### src/sfd_pkg.sv
package sfd_pkg;
  localparam int num_channels = 10;
  localparam int num_dedicated = 5;
  localparam int high_voltage_channel = 0;
  localparam int code_width = 8;
  localparam int hyst_width = 5;

  // fault types
  typedef enum logic [1:0] {
    fault_under = 2'b00,
    fault_over = 2'b01,
    fault_window = 2'b10
  } fault_type_t;

  // detector ranges, bottom / span in millivolts
  typedef enum logic [1:0] {
    range_ultra_low = 2'b00,
    range_low = 2'b01,
    range_mid = 2'b10,
    range_high = 2'b11
  } range_t;
  localparam int range_bottom_mv [4] = '{573, 1250, 2500, 4800};
  localparam int range_span_mv [4] = '{802, 1750, 3500, 9600};
  localparam int code_full_scale = 255;

  // hysteresis ceilings in microvolts per input type
  localparam int hyst_max_high_low_uv = 425000;
  localparam int hyst_max_high_high_uv = 1160000;
  localparam int hyst_max_positive_uv = 212000;
  localparam int hyst_max_dual_uv = 97500;
  localparam logic [4:0] hyst_code_max = 5'h1f;

  // per channel configuration word, one register each
  typedef struct packed {
    logic [5:0] unused;
    logic logic_mode;
    range_t range;
    fault_type_t fault_type;
    logic [hyst_width-1:0] hysteresis_code;
    logic [code_width-1:0] channel_overvoltage_threshold;
    logic [code_width-1:0] channel_undervoltage_threshold;
  } channel_cfg_t;
  localparam logic [31:0] channel_cfg_reset = 32'h0000_ff00;

  // glitch filter timing
  localparam int clock_mhz = 125;
  localparam int glitch_max_us = 100;
  localparam int glitch_max_cycles = glitch_max_us * clock_mhz;
  localparam int filter_count_width = 14;
  localparam logic [6:0] glitch_timeout_reset = 7'h00;

  // register map, byte addresses
  localparam logic [7:0] channel_cfg_base = 8'h00;
  localparam logic [7:0] glitch_timeout_addr = 8'h28;
  localparam logic [7:0] filtered_state_addr = 8'h2c;
  localparam logic [7:0] irq_status_addr = 8'h30;
  localparam logic [7:0] irq_mask_addr = 8'h34;
  localparam logic [7:0] logic_pin_addr = 8'h38;
  localparam logic [9:0] irq_mask_reset = 10'h000;

  localparam logic [1:0] resp_okay = 2'b00;
  localparam logic [1:0] resp_slverr = 2'b10;
endpackage : sfd_pkg

### src/supply_fault_detector_logic.sv
`timescale 1ns/10ps
// Functional notes
// - ten inputs: five dedicated detectors, five dual-function analog or logic
// - each detector flags under, over, or either (out of window)
// - thresholds are 8-bit codes on span times code over 255 plus bottom
// - ranges 0.573/0.802, 1.25/1.75, 2.5/3.5, 4.8/9.6 volts
// - threshold step is range span over 255, so resolution follows range
// - hysteresis acts only while a fault is active, widening the clear point
// - hysteresis is a 5-bit code, at most 31, on the same step
// - hysteresis capped per input type: 425mV/1.16V, 212mV, 97.5mV
// - glitch filter after each comparator, timeout 0 to 100 us
// - pulses shorter than the timeout never reach the filter output
// - longer pulses pass, delayed by the timeout plus one clock cycle
// - dual-function analog has one range only; logic mode has no hysteresis
// - logic-mode inputs use the same glitch filter
module supply_fault_detector_logic
  import sfd_pkg::*;
#(
  parameter int glitch_cycles_per_us = clock_mhz
) (
  input wire logic aclk,
  input wire logic aresetn,
  input wire logic [31:0] s_axi_awaddr,
  input wire logic s_axi_awvalid,
  output logic s_axi_awready,
  input wire logic [31:0] s_axi_wdata,
  input wire logic [3:0] s_axi_wstrb,
  input wire logic s_axi_wvalid,
  output logic s_axi_wready,
  output logic [1:0] s_axi_bresp,
  output logic s_axi_bvalid,
  input wire logic s_axi_bready,
  input wire logic [31:0] s_axi_araddr,
  input wire logic s_axi_arvalid,
  output logic s_axi_arready,
  output logic [31:0] s_axi_rdata,
  output logic [1:0] s_axi_rresp,
  output logic s_axi_rvalid,
  input wire logic s_axi_rready,
  input wire logic [num_channels*code_width-1:0] input_level_code,
  input wire logic [num_channels-num_dedicated-1:0] dual_function_input,
  output logic [num_channels-1:0] detector_out,
  output logic irq
);

  channel_cfg_t cfg [num_channels];
  logic [6:0] glitch_timeout_us;
  logic [num_channels-1:0] irq_status;
  logic [num_channels-1:0] irq_mask;
  logic [num_channels*code_width-1:0] level_meta, level_sync;
  logic [num_channels-num_dedicated-1:0] pin_meta, pin_sync;
  logic [num_channels-1:0] under_active, over_active, raw;
  logic [num_channels-1:0] filtered, filtered_d;
  logic [filter_count_width-1:0] filt_count [num_channels];
  logic [filter_count_width-1:0] timeout_cycles;

  function automatic logic [31:0] merge_bytes(input logic [31:0] old,
      input logic [31:0] data, input logic [3:0] strb);
    logic [31:0] res;
    res = old;
    for (int b = 0; b < 4; b++) begin
      if (strb[b]) begin
        res[8*b +: 8] = data[8*b +: 8];
      end
    end
    return res;
  endfunction : merge_bytes

  // largest hysteresis code within the input type ceiling
  function automatic logic [4:0] hyst_limit(input int ch, input range_t rg);
    int span_mv;
    int cap_uv;
    int lim;
    span_mv = range_span_mv[rg];
    if (ch == high_voltage_channel) begin
      cap_uv = (rg == range_high) ? hyst_max_high_high_uv
                                  : hyst_max_high_low_uv;
    end else if (ch < num_dedicated) begin
      cap_uv = hyst_max_positive_uv;
    end else begin
      cap_uv = hyst_max_dual_uv;
    end
    lim = (cap_uv * code_full_scale) / (span_mv * 1000);
    if (lim > 31) begin
      lim = 31;
    end
    return lim[4:0];
  endfunction : hyst_limit

  // multi-bit level codes settle slowly in the front end, so two flops suffice
  always_ff @(posedge aclk) begin
    if (!aresetn) begin
      level_meta <= '0;
      level_sync <= '0;
      pin_meta <= '0;
      pin_sync <= '0;
    end else begin
      level_meta <= input_level_code;
      level_sync <= level_meta;
      pin_meta <= dual_function_input;
      pin_sync <= pin_meta;
    end
  end

  // write channel: address and data taken together
  logic wr_go;
  logic [7:0] waddr;
  assign wr_go = s_axi_awvalid && s_axi_wvalid && !s_axi_bvalid;
  assign s_axi_awready = wr_go;
  assign s_axi_wready = wr_go;
  assign waddr = s_axi_awaddr[7:0];

  logic wr_hit;
  always_comb begin
    wr_hit = 1'b0;
    if (s_axi_awaddr[31:8] != 24'h000000) begin
      wr_hit = 1'b0;
    end else if (waddr < glitch_timeout_addr && waddr[1:0] == 2'b00) begin
      wr_hit = 1'b1;
    end else if (waddr == glitch_timeout_addr) begin
      wr_hit = 1'b1;
    end else if (waddr == irq_status_addr) begin
      wr_hit = 1'b1;
    end else if (waddr == irq_mask_addr) begin
      wr_hit = 1'b1;
    end
  end

  always_ff @(posedge aclk) begin
    if (!aresetn) begin
      s_axi_bvalid <= 1'b0;
      s_axi_bresp <= resp_okay;
    end else if (wr_go) begin
      s_axi_bvalid <= 1'b1;
      s_axi_bresp <= wr_hit ? resp_okay : resp_slverr;
    end else if (s_axi_bready) begin
      s_axi_bvalid <= 1'b0;
    end
  end

  // configuration registers
  always_ff @(posedge aclk) begin
    if (!aresetn) begin
      for (int i = 0; i < num_channels; i++) begin
        cfg[i] <= channel_cfg_t'(channel_cfg_reset);
      end
      glitch_timeout_us <= glitch_timeout_reset;
      irq_mask <= irq_mask_reset;
    end else if (wr_go && wr_hit) begin
      for (int i = 0; i < num_channels; i++) begin
        if (waddr == channel_cfg_base + 8'(4*i)) begin
          cfg[i] <= channel_cfg_t'(merge_bytes(cfg[i], s_axi_wdata,
                                               s_axi_wstrb));
        end
      end
      if (waddr == glitch_timeout_addr && s_axi_wstrb[0]) begin
        glitch_timeout_us <= (s_axi_wdata[6:0] > 7'(glitch_max_us)) ?
            7'(glitch_max_us) : s_axi_wdata[6:0];
      end
      if (waddr == irq_mask_addr) begin
        irq_mask <= 10'(merge_bytes(32'(irq_mask), s_axi_wdata,
                                    s_axi_wstrb));
      end
    end
  end

  // effective settings per channel
  range_t eff_range [num_channels];
  logic [4:0] eff_hyst [num_channels];
  logic is_logic [num_channels];
  always_comb begin
    for (int i = 0; i < num_channels; i++) begin
      is_logic[i] = (i >= num_dedicated) && cfg[i].logic_mode;
      eff_range[i] = (i >= num_dedicated) ? range_ultra_low
                                          : cfg[i].range;
      eff_hyst[i] = cfg[i].hysteresis_code;
      if (eff_hyst[i] > hyst_limit(i, eff_range[i])) begin
        eff_hyst[i] = hyst_limit(i, eff_range[i]);
      end
      if (is_logic[i]) begin
        eff_hyst[i] = 5'h00;
      end
    end
  end

  // comparators on the common code scale of the selected range
  always_ff @(posedge aclk) begin
    if (!aresetn) begin
      under_active <= '0;
      over_active <= '0;
    end else begin
      for (int i = 0; i < num_channels; i++) begin
        logic [8:0] lvl, uv_clear, ov_th;
        lvl = {1'b0, level_sync[i*code_width +: code_width]};
        uv_clear = {1'b0, cfg[i].channel_undervoltage_threshold}
                   + {4'h0, eff_hyst[i]};
        ov_th = {1'b0, cfg[i].channel_overvoltage_threshold};
        if (!under_active[i]) begin
          under_active[i] <= lvl < {1'b0, cfg[i].channel_undervoltage_threshold};
        end else begin
          under_active[i] <= !(lvl > uv_clear);
        end
        if (!over_active[i]) begin
          over_active[i] <= lvl > ov_th;
        end else begin
          over_active[i] <= lvl + {4'h0, eff_hyst[i]} >= ov_th;
        end
      end
    end
  end

  always_comb begin
    for (int i = 0; i < num_channels; i++) begin
      if (is_logic[i]) begin
        raw[i] = pin_sync[i-num_dedicated];
      end else begin
        case (cfg[i].fault_type)
          fault_under: raw[i] = under_active[i];
          fault_over: raw[i] = over_active[i];
          default: raw[i] = under_active[i] | over_active[i];
        endcase
      end
    end
  end

  // 100 us at 125 MHz exceeds the counter only if the rate is raised
  assign timeout_cycles = filter_count_width'(
      32'(glitch_timeout_us) * 32'(glitch_cycles_per_us));

  // a change must hold for the whole timeout before the output follows
  always_ff @(posedge aclk) begin
    if (!aresetn) begin
      filtered <= '0;
      for (int i = 0; i < num_channels; i++) begin
        filt_count[i] <= '0;
      end
    end else begin
      for (int i = 0; i < num_channels; i++) begin
        if (raw[i] == filtered[i]) begin
          filt_count[i] <= '0;
        end else if (filt_count[i] >= timeout_cycles) begin
          filtered[i] <= raw[i];
          filt_count[i] <= '0;
        end else begin
          filt_count[i] <= filt_count[i] + 1'b1;
        end
      end
    end
  end
  assign detector_out = filtered;

  // interrupt: rising edge of a filtered analog fault; set wins over clear
  logic [num_channels-1:0] fault_event, clear_bits;
  always_comb begin
    for (int i = 0; i < num_channels; i++) begin
      fault_event[i] = filtered[i] && !filtered_d[i] && !is_logic[i];
    end
    clear_bits = '0;
    if (wr_go && waddr == irq_status_addr
        && s_axi_awaddr[31:8] == 24'h000000) begin
      clear_bits = 10'(merge_bytes(32'h0, s_axi_wdata,
                                   s_axi_wstrb));
    end
  end

  always_ff @(posedge aclk) begin
    if (!aresetn) begin
      filtered_d <= '0;
      irq_status <= '0;
    end else begin
      filtered_d <= filtered;
      irq_status <= (irq_status & ~clear_bits) | fault_event;
    end
  end
  assign irq = |(irq_status & irq_mask);

  // read channel
  assign s_axi_arready = !s_axi_rvalid;
  always_ff @(posedge aclk) begin
    if (!aresetn) begin
      s_axi_rvalid <= 1'b0;
      s_axi_rdata <= 32'h0;
      s_axi_rresp <= resp_okay;
    end else if (s_axi_arvalid && !s_axi_rvalid) begin
      logic [7:0] ra;
      ra = s_axi_araddr[7:0];
      s_axi_rvalid <= 1'b1;
      s_axi_rresp <= resp_okay;
      s_axi_rdata <= 32'h0;
      if (s_axi_araddr[31:8] != 24'h000000 || ra[1:0] != 2'b00) begin
        s_axi_rresp <= resp_slverr;
      end else if (ra < glitch_timeout_addr) begin
        s_axi_rdata <= cfg[ra[5:2]];
      end else if (ra == glitch_timeout_addr) begin
        s_axi_rdata <= 32'(glitch_timeout_us);
      end else if (ra == filtered_state_addr) begin
        s_axi_rdata <= 32'(filtered);
      end else if (ra == irq_status_addr) begin
        s_axi_rdata <= 32'(irq_status);
      end else if (ra == irq_mask_addr) begin
        s_axi_rdata <= 32'(irq_mask);
      end else if (ra == logic_pin_addr) begin
        s_axi_rdata <= 32'(pin_sync);
      end else begin
        s_axi_rresp <= resp_slverr;
      end
    end else if (s_axi_rready) begin
      s_axi_rvalid <= 1'b0;
    end
  end

endmodule : supply_fault_detector_logic

### config.mk
export PLATFORM = sky130hd
export DESIGN_NAME = supply_fault_detector_logic
export DESIGN_NICKNAME = d
export VERILOG_FILES = /design/src/sfd_pkg.sv /design/src/supply_fault_detector_logic.sv
export SDC_FILE = /design/constraint.sdc
export NUM_CORES = 2
export LEC_CHECK = 0
export ABC_AREA = 1
export BUFFER_PORTS_ARGS = -buffer_cell sky130_fd_sc_hd__buf_4
export CORE_MARGIN = 4
export CORE_UTILIZATION = 53
export DETAILED_ROUTE_END_ITERATION = 8
export PLACE_DENSITY = 0.7
export SLEW_MARGIN = 20
export SYNTH_ARGS = -nofsm -noshare
export SYNTH_HDL_FRONTEND = slang
export SYNTH_SLANG_ARGS = --single-unit
export TNS_END_PERCENT = 50
### constraint.sdc
create_clock -name aclk -period 22.7 [get_ports aclk]
set_input_delay 3.405 -clock aclk [delete_from_list [all_inputs] [get_ports aclk]]
set_output_delay 3.405 -clock aclk [all_outputs]
set_load 0.03 [all_outputs]
==> out/qor.yml <==
p_leak_nw: 27.39
root_buffer: "clkbuf_16"
synth_ff_type: "edfxtp_1"
synth-xor-area-share_pct: 3.317
synth_compound_area_share_pct: 13.20
met2_usage_pct: 50.83
wirelength_um: 158900
cts_buffer_depth: 3
placedCellCount: 7562
cp_slowest_cell: "edfxtp_1"
required_ns: 23.19
min_period_ns: 20.77
synth_cells: 6013
syn_area_um2: 50430
critPathTopFamily: "simple AND/OR/NAND/NOR gates"
nets: 7312
avgSynthCellArea_um2: 8.386
ant_nets: 0
fillerInstances: 8414
antenna_found_initial: 6
cp.depth: 151
max_stage_delay_ns: 0.55
grt_pass1_vias: 42390
cts.sinks: 733
overflow: 0
rsz0062_at_grt: "no"
dp_slack_ns: 1.107
timing.rr.end: "over_active[0]"
fp.dieW_um: 316.5
cts_tree: "yes"
synth_fa_ha_area_share_pct: 18.58
finish.utilization_pct: 60.89
relSlewSlack_pct: 16.70
async_flop_share_pct: 0
row_count: 112
rr_worst_depth: 151
power_switching_mw: 0.9295
synth_warnings: 0
clock_latency_ns: 0.68
swShare_pct: 27.57
whs_ns: 0.3997
yosysSeqAreaShare_pct: 38.23
slew_violations: 0
vdd_ir_drop_max_mv: 0.07868
dieArea_um2: 100100
critPathBufInv: 21
clkTransAtPathRegs_ns: 0.07
grt_max_degree: 103
setup_viol: 0
hold_violations: 0
synth_seq_cells: 733
max_freq_mhz: 48.15
drive_gt1_share_pct: 8.509
crit_path_start_kind: "register"
multiInputGateArea_um2: 27480
pwr-share-clk_pct: 42.1
gp_congestion: 0.9875
busiest_layer: "met2"
dp_hpwl_um: 120500
min_path_cells: 2
coreArea_um2: 93890
synth_cell_types: 73
vias_per_cell: 5.675
grt_use_met3_pct: 6.346
htree_levels: 3
period_share_pct: 91.49
worstPathMaxFanout: 16
synth-simple-area-share_pct: 18.12
drt_iter0_drc: 4355
fin_cells: 7719
timing.final.ws_setup_ns: 1.932
seqPwrFrac_pct: 44.9
endpoint_kind: "register"
combPwrFrac_pct: 13.1
skew_ns: 0.04193
crit_top_cell: "nand2_1"
seqCellArea_um2: 19280
powerDensity_nw_per_um2: 58.97
vias: 43810
grt_first_pass_wirelength_um: 241100
die_h_um: 316.5
crit_type: "register to register"
worstHoldPathType: "register to register"
routedWlPerCell_um: 20.59
drc_errors: 0
power.internal_mw: 2.442
met1_usage_pct: 40.28
dr.pass1.iters: 8
ff2ff_setup_slack_ns: 1.93
hp-start: "level_meta[20]"
synth_edf_count: 460
max_slew.worst_pin.slew_ns: 1.239
synth_top_family_by_area: "adder cells"
start_util_pct: 53.71
port_buffers: 241
cap_violations: 0
tns_ns: 0
synthMuxAreaShare_pct: 0.04218
outcome: "finished clean"
pin_count: 244
worstPathArrival_ns: 21.26
r2r_start: "cfg[0][24]"
numCtsBuffers: 82
min_to: "level_sync[20]"
areaGrowthSynthToFinish_pct: 13.36
grt_use_total_pct: 31.28
metrics by stage:
| step | total power [mW] | instance area [um^2] |
|---|---|---|
| 4_1_cts | 3.377 | 57080 |
| 3_3_place_gp | 1.959 | 54210 |
| 2_1_floorplan | 1.802 | 50970 |
| 5_1_grt | 3.491 | 57160 |
| 6_report | 3.371 | 57170 |
| 3_5_place_dp | 1.969 | 54210 |
layer usage:
layer  up-vias  part of all wire, %
met5         -                0.026
met4         6                  5.2
met3       459                  9.2
met2      1931                   45
met1     20350                   40
li1      21060                    -
how the worst max path moves through the flow:
| stage | slack (ns) | from | endpoint |
|---|---|---|---|
| final | 1.93 | cfg[0][24] | over_active[0] |
| after global routing | 0.005 | cfg[0][24] | over_active[0] |
| after CTS | 0.98 | cfg[0][24] | over_active[0] |
| after detailed placement | 1.11 | cfg[0][24] | over_active[0] |
| after global placement | 1.74 | cfg[0][24] | over_active[0] |
| after floorplan | 4.14 | cfg[0][24] | over_active[0] |
synthesized netlist by cell type, types with 14 or more instances:
library cell / number / area (um^2)
a221oi_1: 25 / 219.0
nand4_1: 83 / 519.3
clkbuf_1: 122 / 457.9
a31oi_1: 22 / 137.6
a211oi_1: 32 / 240.2
o21ai_0: 268 / 1341
o211ai_1: 34 / 255.2
o31ai_1: 24 / 180.2
nand2_2: 22 / 137.6
edfxtp_1: 460 / 13810
nor2_1: 592 / 2222
dfxtp_1: 273 / 5465
a21oi_1: 456 / 2282
o22ai_1: 61 / 381.6
o311ai_0: 14 / 122.6
fa_1: 40 / 800.8
nor3_1: 60 / 300.3
nand3_1: 239 / 1196
nand2_1: 992 / 3724
buf_4: 21 / 157.7
clkinv_1: 36 / 135.1
inv_1: 913 / 3427
o2111ai_1: 14 / 122.6
xnor2_1: 80 / 700.7
xor2_1: 111 / 972.2
o221ai_1: 29 / 254.0
a22oi_1: 33 / 247.7
ha_1: 685 / 8571
nor4_1: 37 / 231.5
o21a_1: 17 / 127.6
nor3b_1: 38 / 285.3
state kept, by name, summed over array words and instances (netlist names):
signal,count
s_axi_bvalid,1
pin_sync,5
s_axi_bresp,1
irq_mask,10
glitch_timeout_us,7
s_axi_rvalid,1
filt_count,140
cfg,320
level_meta,80
filtered_d,10
over_active,10
s_axi_rdata,32
s_axi_rresp,1
irq_status,10
detector_out,10
under_active,10
level_sync,80
pin_meta,5
cells in the final DEF (no fill, tap or decap), types with 80 or more instances in the layout:
| master | n |
|---|---|
| clkbuf_16 | 86 |
| xor2_1 | 110 |
| inv_1 | 910 |
| buf_4 | 309 |
| nand3_1 | 239 |
| ha_1 | 682 |
| edfxtp_1 | 460 |
| o21ai_0 | 244 |
| a21oi_1 | 455 |
| dfxtp_1 | 273 |
| nor2_1 | 589 |
| nand2_1 | 992 |
| nand4_1 | 83 |
| xnor2_1 | 80 |
| conb_1 | 146 |
power groups by stage:
stage          Sequential (mW)  Clock (mW)  Combinational (mW)
3_3_place_gp              1.54           0               0.419
6_report                  1.51        1.42               0.440
3_5_place_dp              1.54           0               0.428
4_1_cts                   1.51        1.43               0.432
2_1_floorplan             1.52           0               0.278
5_1_grt                   1.52        1.48               0.491
logic make-up (layout without fill, tap and decap cells):
logic type                 after synthesis  after routing
AOI/OAI and AO/OA                     1117           1117
buffers and inverters                 1118           1425
adders and majority gates              725            725
other                                    2            147
DFF                                    733            733
xor gates and xnor gates               191            191
and+or+nand+nor                       2125           2125
muxes                                    2              2
what timing repair did:
item                       in CTS  in global routing
setup buffers                   0                  3
gates resized for setup         0                 20
setup endpoints to repair       0                  2
hold buffers                    0                  0
area by class of cell:
type / count / area share [%]
Antenna cell: 1 / 0.004377
Clock inverter: 48 / 0.9696
Tap cell: 1254 / 2.745
Clock buffer: 105 / 4.047
Timing Repair Buffer: 313 / 4.143
Inverter: 959 / 6.301
Multi-Input combinational cell: 4306 / 48.07
Sequential cell: 733 / 33.72
worst register-to-register path, delay by kind of cell, from the launching register on:
kind | cells | cell delay (ns)
AO/OA/AOI/OAI | 34 | 4.80
buffers and inverters | 21 | 1.79
AND/OR/NAND/NOR | 76 | 8.00
flip-flops | 1 | 0.55
adder cells (fa/ha/maj) | 17 | 5.01
XOR/XNOR | 3 | 0.46
Power figures use the tool's default switching activity.
